===== config.mk =====
export PLATFORM = sky130hd
export DESIGN_NAME = sag_address_gen
export DESIGN_NICKNAME = d
export VERILOG_FILES = /design/src/rtl/sag_pkg.sv /design/src/rtl/sag_address_gen.sv /design/src/rtl/sag_offset_adder.sv
export VERILOG_INCLUDE_DIRS = /design/src /design/src/rtl
export SDC_FILE = /design/constraint.sdc
export NUM_CORES = 1
export LEC_CHECK = 0
export ABC_AREA = 1
export ABC_CLOCK_PERIOD_IN_PS = 5740
export BUFFER_PORTS_ARGS = -buffer_cell sky130_fd_sc_hd__buf_2
export CELL_PAD_IN_SITES_DETAIL_PLACEMENT = 1
export CELL_PAD_IN_SITES_GLOBAL_PLACEMENT = 1
export CORE_UTILIZATION = 37
export DETAILED_ROUTE_END_ITERATION = 8
export GPL_TIMING_DRIVEN = 0
export PLACE_DENSITY_LB_ADDON = 0.12
export SLEW_MARGIN = 20
export SYNTH_ARGS = -nofsm -noshare
export SYNTH_HDL_FRONTEND = slang
export SYNTH_SLANG_ARGS = --single-unit

===== constraint.sdc =====
create_clock -name clk_sys -period 5.74 [get_ports clk_sys]
set_clock_uncertainty 0.05 [all_clocks]
set_input_delay 0.861 -clock clk_sys [delete_from_list [all_inputs] [get_ports clk_sys]]
set_output_delay 0.861 -clock clk_sys [all_outputs]
set_load 0.02 [all_outputs]

===== src/rtl/sag_defines.svh =====
`ifndef SAG_DEFINES_SVH
`define SAG_DEFINES_SVH

// Word and field widths
`define SAG_WORD_W        16
`define SAG_DISP8_W       8
`define SAG_SEG_CNT       4
// Reset value of every segment register
`define SAG_SEG_RST       16'h0000
// Segment size limit in bytes (one offset wraps at this)
`define SAG_SEG_BYTES     32'h0001_0000
// Pipeline latency from request to address output, cycles
`define SAG_LATENCY       1

`endif


===== src/rtl/sag_pkg.sv =====
package sag_pkg;

  // Segment register choice
  typedef enum logic [1:0] {
    SAG_SEG_CODE  = 2'b00,
    SAG_SEG_STACK = 2'b01,
    SAG_SEG_DATA  = 2'b10,
    SAG_SEG_EXTRA = 2'b11
  } sag_seg_t;

  // Operand addressing modes
  typedef enum logic [2:0] {
    SAG_AM_REG      = 3'b000,
    SAG_AM_IMM      = 3'b001,
    SAG_AM_DIRECT   = 3'b010,
    SAG_AM_INDIRECT = 3'b011,
    SAG_AM_BASED    = 3'b100,
    SAG_AM_INDEXED  = 3'b101,
    SAG_AM_BIX      = 3'b110,
    SAG_AM_BIX_DISP = 3'b111
  } sag_mode_t;

  // Kind of memory reference
  typedef enum logic [1:0] {
    SAG_REF_FETCH = 2'b00,
    SAG_REF_STACK = 2'b01,
    SAG_REF_DATA  = 2'b10,
    SAG_REF_SDST  = 2'b11
  } sag_ref_t;

  // Register choice for offset elements
  typedef enum logic [1:0] {
    SAG_R_SRCIDX = 2'b00,
    SAG_R_DSTIDX = 2'b01,
    SAG_R_GBASE  = 2'b10,
    SAG_R_BPTR   = 2'b11
  } sag_reg_t;

  // Request from the instruction decoder
  typedef struct packed {
    logic        valid;
    sag_ref_t    refKind;
    sag_mode_t   mode;
    logic        baseIsPtr;   // 0 general base, 1 base pointer
    logic        indexIsDst;  // 0 source index, 1 dest index
    sag_reg_t    indirReg;    // register for indirect mode
    logic        disp16;      // 1 for 16-bit displacement
    logic [15:0] disp;
    logic        ovrValid;
    sag_seg_t    ovrSeg;
    logic [15:0] fetchPtr;    // instruction pointer for fetches
  } sag_req_t;

  // Address request toward memory management
  typedef struct packed {
    logic        valid;
    sag_seg_t    segSel;
    logic [15:0] selector;
    logic [15:0] offset;
  } sag_addr_t;

  // Segment register load port
  typedef struct packed {
    logic        we;
    sag_seg_t    seg;
    logic [15:0] value;
  } sag_segwr_t;

endpackage


===== src/rtl/sag_address_gen.sv =====
`timescale 1ns/1ps
`default_nettype none

`include "sag_defines.svh"

module sag_address_gen
  import sag_pkg::*;
#(
  parameter int WORD_W = `SAG_WORD_W
) (
  // Clock and reset
  input  wire logic        clk_sys,
  input  wire logic        rst,
  // Segment register loads
  input  wire sag_segwr_t  segWr,
  // Offset register file values
  input  wire logic [15:0] generalBaseReg,
  input  wire logic [15:0] basePointerReg,
  input  wire logic [15:0] srcIndexReg,
  input  wire logic [15:0] destIndexReg,
  // Decoder request
  input  wire sag_req_t    req,
  // Address toward memory management
  output sag_addr_t        addrOut,
  // Segment register readback
  output logic [15:0]      codeSegmentReg,
  output logic [15:0]      stackSegmentReg,
  output logic [15:0]      dataSegmentReg,
  output logic [15:0]      extraSegmentReg
);

  // Only a 16-bit datapath is built; wider words break the pointer format
  if (WORD_W != 16) begin : gWidthCheck
    $error("sag_address_gen supports WORD_W of 16 only");
  end

  // Segment decode below assumes exactly four registers
  if (`SAG_SEG_CNT != 4) begin : gSegCntCheck
    $error("sag_address_gen needs exactly four segment registers");
  end

  // The segment code must reach every register of the file
  if ((1 << $bits(sag_seg_t)) < `SAG_SEG_CNT) begin : gSegCodeCheck
    $error("sag_address_gen segment code too narrow for the file");
  end

  // A short displacement must be narrower than the word it widens into
  if (`SAG_DISP8_W < 1 || `SAG_DISP8_W >= 16) begin : gDispCheck
    $error("sag_address_gen needs a short displacement narrower than a word");
  end

  // One segment spans exactly what an offset can reach
  if (`SAG_SEG_BYTES != (32'h0000_0001 << WORD_W)) begin : gSegSizeCheck
    $error("sag_address_gen segment size must match the offset range");
  end

  // A single register stage sits between request and address
  if (`SAG_LATENCY != 1) begin : gLatencyCheck
    $error("sag_address_gen has a fixed one-cycle latency");
  end

  // Segment register state
  logic [15:0] segFile_r   [`SAG_SEG_CNT];
  logic [15:0] segFile_nxt [`SAG_SEG_CNT];

  // Output state
  sag_addr_t addr_r;
  sag_addr_t addr_nxt;

  // Offset elements after width and register choice
  logic [15:0] dispExt;
  logic [15:0] baseVal;
  logic [15:0] indexVal;
  logic [15:0] indirVal;

  // Adder terms; a term that a mode does not use is held at zero
  logic [15:0] termDisp;
  logic [15:0] termBase;
  logic [15:0] termIndex;
  logic [15:0] offsetSum;
  logic        makesAddr;

  // Segment choice
  sag_seg_t    implicitSeg;
  sag_seg_t    chosenSeg;
  logic        ovrApplies;

  // Pick one offset register by code
  function automatic logic [15:0] pickReg(input sag_reg_t sel,
                                          input logic [15:0] si,
                                          input logic [15:0] di,
                                          input logic [15:0] gb,
                                          input logic [15:0] bp);
    logic [15:0] val;
    val = 16'h0000;
    case (sel)
      SAG_R_SRCIDX: val = si;
      SAG_R_DSTIDX: val = di;
      SAG_R_GBASE:  val = gb;
      SAG_R_BPTR:   val = bp;
      default:      val = 16'h0000;
    endcase
    return val;
  endfunction

  // Widen a short displacement by copying its sign bit upward
  function automatic logic [15:0] signExtDisp(input logic [15:0] raw);
    logic [15:0] val;
    val = {{(16 - `SAG_DISP8_W){raw[`SAG_DISP8_W-1]}}, raw[`SAG_DISP8_W-1:0]};
    return val;
  endfunction

  // True when the offset takes the base pointer as its base element;
  // such data references default to the stack segment
  function automatic logic usesBasePtr(input sag_mode_t mode,
                                       input logic      baseIsPtr,
                                       input sag_reg_t  indirReg);
    logic hit;
    hit = 1'b0;
    case (mode)
      SAG_AM_BASED:    hit = baseIsPtr;
      SAG_AM_BIX:      hit = baseIsPtr;
      SAG_AM_BIX_DISP: hit = baseIsPtr;
      SAG_AM_INDIRECT: hit = (indirReg == SAG_R_BPTR);
      default:         hit = 1'b0;
    endcase
    return hit;
  endfunction

  // Segment register next values; loads apply on the next edge
  // A request in the load cycle still reads the old value
  always_comb begin
    for (int i = 0; i < `SAG_SEG_CNT; i++) begin
      segFile_nxt[i] = segFile_r[i];
    end
    if (segWr.we) begin
      segFile_nxt[segWr.seg] = segWr.value;
    end
  end

  // Four 16-bit segment registers, cleared at reset
  always_ff @(posedge clk_sys) begin
    for (int i = 0; i < `SAG_SEG_CNT; i++) begin
      if (rst) begin
        segFile_r[i] <= `SAG_SEG_RST;
      end else begin
        segFile_r[i] <= segFile_nxt[i];
      end
    end
  end

  // Readback of the segment registers
  // Taken straight from the flops; a load shows one cycle later
  always_comb begin
    codeSegmentReg  = segFile_r[SAG_SEG_CODE];
    stackSegmentReg = segFile_r[SAG_SEG_STACK];
    dataSegmentReg  = segFile_r[SAG_SEG_DATA];
    extraSegmentReg = segFile_r[SAG_SEG_EXTRA];
  end

  // Displacement width and element values
  always_comb begin
    if (req.disp16) begin
      dispExt = req.disp;
    end else begin
      dispExt = signExtDisp(req.disp);
    end
    baseVal  = req.baseIsPtr ? basePointerReg : generalBaseReg;
    indexVal = req.indexIsDst ? destIndexReg : srcIndexReg;
    indirVal = pickReg(req.indirReg, srcIndexReg, destIndexReg,
                       generalBaseReg, basePointerReg);
  end

  // Mode selects which terms enter the adder; unused terms are zero
  // Unknown mode codes make no address rather than a stray one
  always_comb begin
    termDisp  = 16'h0000;
    termBase  = 16'h0000;
    termIndex = 16'h0000;
    makesAddr = 1'b1;
    case (req.mode)
      SAG_AM_REG: begin
        makesAddr = 1'b0;
      end
      SAG_AM_IMM: begin
        makesAddr = 1'b0;
      end
      SAG_AM_DIRECT: begin
        termDisp = dispExt;
      end
      SAG_AM_INDIRECT: begin
        termBase = indirVal;
      end
      SAG_AM_BASED: begin
        termDisp = dispExt;
        termBase = baseVal;
      end
      SAG_AM_INDEXED: begin
        termDisp  = dispExt;
        termIndex = indexVal;
      end
      SAG_AM_BIX: begin
        termBase  = baseVal;
        termIndex = indexVal;
      end
      SAG_AM_BIX_DISP: begin
        termDisp  = dispExt;
        termBase  = baseVal;
        termIndex = indexVal;
      end
      default: begin
        makesAddr = 1'b0;
      end
    endcase
    // Fetches ignore mode and use the instruction pointer
    // Prefetch shares this path, so its mode bits are don't-care
    if (req.refKind == SAG_REF_FETCH) begin
      termDisp  = req.fetchPtr;
      termBase  = 16'h0000;
      termIndex = 16'h0000;
      makesAddr = 1'b1;
    end
  end

  // Shared wrapping adder; the offset never leaves its 64K segment
  // One adder for all modes keeps carry handling in a single place
  sag_offset_adder #(
    .WORD_W (16)
  ) uAdder (
    .termDisp  (termDisp),
    .termBase  (termBase),
    .termIndex (termIndex),
    .sum       (offsetSum)
  );

  // Implicit segment choice; base pointer use forces stack on data refs
  always_comb begin
    implicitSeg = SAG_SEG_DATA;
    case (req.refKind)
      SAG_REF_FETCH: implicitSeg = SAG_SEG_CODE;
      SAG_REF_STACK: implicitSeg = SAG_SEG_STACK;
      SAG_REF_SDST:  implicitSeg = SAG_SEG_EXTRA;
      SAG_REF_DATA: begin
        if (usesBasePtr(req.mode, req.baseIsPtr, req.indirReg)) begin
          implicitSeg = SAG_SEG_STACK;
        end else begin
          implicitSeg = SAG_SEG_DATA;
        end
      end
      default: implicitSeg = SAG_SEG_DATA;
    endcase
    // Override applies to data operands only; fetch, stack and string
    // destination stay fixed, so a stray prefix cannot misroute them
    ovrApplies = req.ovrValid && (req.refKind == SAG_REF_DATA);
    chosenSeg  = implicitSeg;
    if (ovrApplies) begin
      chosenSeg = req.ovrSeg;
    end
  end

  // Selector and offset registered together as one request
  // Selector is read before any load landing on this same edge
  always_comb begin
    addr_nxt.valid    = req.valid && makesAddr;
    addr_nxt.segSel   = chosenSeg;
    addr_nxt.selector = segFile_r[chosenSeg];
    addr_nxt.offset   = offsetSum;
  end

  // Output register: the single stage between request and answer
  // Reset clears valid so no stale address leaks out
  always_ff @(posedge clk_sys) begin
    if (rst) begin
      addr_r <= '0;
    end else begin
      addr_r <= addr_nxt;
    end
  end

  assign addrOut = addr_r;

endmodule // sag_address_gen

`default_nettype wire


===== src/rtl/sag_offset_adder.sv =====
`timescale 1ns/1ps
`default_nettype none

// Three-term offset adder, wraps modulo the word width
module sag_offset_adder #(
  parameter int WORD_W = 16
) (
  // Terms
  input  wire logic [WORD_W-1:0] termDisp,
  input  wire logic [WORD_W-1:0] termBase,
  input  wire logic [WORD_W-1:0] termIndex,
  // Result
  output logic      [WORD_W-1:0] sum
);

  // Carry out is dropped by the target width
  always_comb begin
    sum = termDisp + termBase + termIndex;
  end

endmodule // sag_offset_adder

`default_nettype wire


==> impl_metrics.ini <==
[run_status]
outcome = finished, final reports clean

[setup_path]
cp-end-kind = flip-flop
crit_required_ns = 5.95
worstPathArrival_ns = 4.59
rrSetupSlack_ns = 4.77
r2r_start = segFile_r[1][0]
critPathLaunch = req[36]
r2r_end = addrOut[16]
critPathLaunchType = primary input
reg2regPathDepth = 4
cp_max_fo = 10
setup.worst_path.class = primary input to flip-flop
cp-endpoint = addrOut[13]

[route]
vias = 7388
dr.pass1.iters = 5
vias_per_cell = 5.28
drtIter0Drc = 428
drt.antenna.violating_nets = 0
drc = 0
drt-total-wl_mm = 25.3
wl_per_cell_um = 18.1

[synthesis]
synth_top_area_share = 0.318
syn_area_mm2 = 0.00622
synth_cell_types = 37
ys_seq_area_frac = 0.318
async_reset_ff_frac = 0
synth_ff_type = dfxtp_1
avgSynthCellArea_um2 = 6.65
netlist_instances = 936
synth_edf_count = 0
synth-seq-cells = 99
synth_area_leaders = dfxtp_1 32%, a21oi_1 11%, nand2_1 11%, inv_1 8.1%, o21ai_0 7.6%
ys_warn_count = 0
syn-num-nets = 1097
synth_area_leader_cell = dfxtp_1

[cts]
htree_num_levels = 3
cts_tree = done
clockBufferDepth = 2
clkTransAtPathRegs_ns = 0.08
ctsHoldBuffers = 0
cts_resized = 0
postCtsSetupBuffers = 0
cts.sinks = 99
cts_buffers = 9
cts_root_buffer = clkbuf_16
insertion_delay_ns = 0.37

[placed_design]
dp_hpwl_mm = 20.0
place_congestion = 0.915
dp_slack_ns = 0.952
post_dp_cell_area_mm2 = 0.00762
portBuffers = 225

[final_layout]
fillCellCount = 2291
layout_commonest_cell = buf_2
fin_area_mm2 = 0.00792
syn_to_final_growth_pct = 27.3
fin_nets = 1333
multi_input_area_mm2 = 0.00348
register_area_mm2 = 0.00198
drive_above_1_share = 0.229
layout_common_cells = 231 x buf_2, 180 x nand2_1, 139 x a21oi_1

[power]
peakVddDrop_mv = 0.173
power_leakage_nw = 3.95
powerDensity_mw_per_mm2 = 255

[floorplan]
die_area_mm2 = 0.0173
die_w_um = 132
pin_count = 230
core_area_mm2 = 0.0165
initial_core_util = 0.377
fp.dieH_um = 132
rows = 47

[timing]
finalCritPeriodShare = 0.763
setup_violations = 0
relSlewSlack = 0.566
worst_pin_slew_ns = 0.651
hold_violations = 0
setup_slack_ns = 1.36
max_freq_mhz = 228
rsz0062_at_grt = no
finalCriticalPeriod_ns = 4.38
fin_tns_setup_ns = 0
report.final.slew_viol_count = 0

[global_route]
grt_util_all_layers = 0.296
grt_pass1_wl_mm = 39.6
grt-ovfl-total = 0
grt_pass1_vias = 7536
antenna_found_initial = 3
grt_max_degree = 20

[flow_run]
drv_cap = 0

[worst_hold_path]
hold_class = flip-flop to flip-flop
how the worst min path moves through the flow:
| stage | depth (start not counted) | endpoint | startpoint |
|---|---|---|---|
| final | 2 | segFile_r[2][3] | segFile_r[2][3] |
| after global routing | 2 | segFile_r[2][11] | segFile_r[2][11] |
| after CTS | 2 | segFile_r[2][3] | segFile_r[2][3] |
| after detailed placement | 2 | segFile_r[2][3] | segFile_r[2][3] |
| after global placement | 2 | segFile_r[2][5] | segFile_r[2][5] |
| after floorplan | 2 | segFile_r[0][10] | segFile_r[0][10] |
critical path: stages:
cell and delay (ns):
buf_2 0.19, nand2_1 0.12, inv_1 0.19, clkbuf_1 0.49, nand2_1 0.10, nand3_1 0.10
a21oi_1 0.04, nor2_1 0.10, o21ai_0 0.16, fa_1 0.50, inv_1 0.06, ha_1 0.25
inv_1 0.09, fa_1 0.49, inv_1 0.10, nand3_1 0.07, nand3_1 0.15, a21oi_1 0.10
or2_2 0.27, and2_1 0.15
per-layer routing:
layer  vias to the layer above  track usage  part of all wire
met5                         -            0           0.00051
met3                        48       0.0505             0.055
met4                         2        0.110             0.030
met1                      3528        0.343              0.41
met2                       255        0.539              0.51
li1                       3555            -                 -
state kept, by name, summed over array words and instances, names as in the netlist:
signal / flops
segFile_r: 64
addrOut: 35
logic make-up (layout without fill, tap and decap cells):
logic type                 after synthesis  count (layout)  synth area share
AOI/OAI and AO/OA                      285             285             0.252
adders and majority gates               30              30            0.0796
and+or+nand+nor                        326             326             0.225
DFF                                     99              99             0.318
buffers and inverters                  195             436             0.122
xor gates and xnor gates                 1               1           0.00261
other                                    0               2                 0
power breakdown:
group	switching, W	internal [W]	total (W)
clock	0.000309	0.000304	0.000613
sequential	0.0000232	0.000745	0.000768
combinational	0.000424	0.000216	0.000641
layout make-up:
cell class	instances	share of cell area
Multi-Input combinational cell	642	0.439
Sequential cell	99	0.250
Timing Repair Buffer	225	0.142
Inverter	140	0.0663
Tap cell	220	0.0347
Buffer	55	0.0298
Clock buffer	9	0.0284
Clock inverter	7	0.00853
Antenna cell	2	0.000632
cells in the mapped netlist, types with 2 or more instances:
master and number:
nand2_1 180, a21oi_1 139, inv_1 135, dfxtp_1 99, o21ai_0 95, nand3_1 87, clkbuf_1 41, nor2_1 40
fa_1 16, ha_1 14, o211ai_1 14, o311ai_0 10, a22oi_1 7, buf_2 6, or2_2 6, inv_2 5
buf_1 4, o21ai_1 4, o21bai_1 4, a31oi_1 3, nand3b_1 3, nor3_1 3, a21boi_0 2, a21o_1 2
buf_4 2, buf_6 2, nand2_4 2, nand3_2 2
metrics by stage:
step | power, W | utilization | instances | hold slack (ns)
after floorplan | 0.00118 | - | 936 | 0.492
after global placement | 0.00141 | 0.461 | 1381 | 0.408
after detailed placement | 0.00142 | 0.461 | 1381 | 0.414
after CTS | 0.00203 | 0.479 | 1397 | 0.425
after global routing | 0.00214 | 0.479 | 1398 | 0.448
final | 0.00202 | 0.479 | 1399 | 0.421
Power figures use the tool's default switching activity.
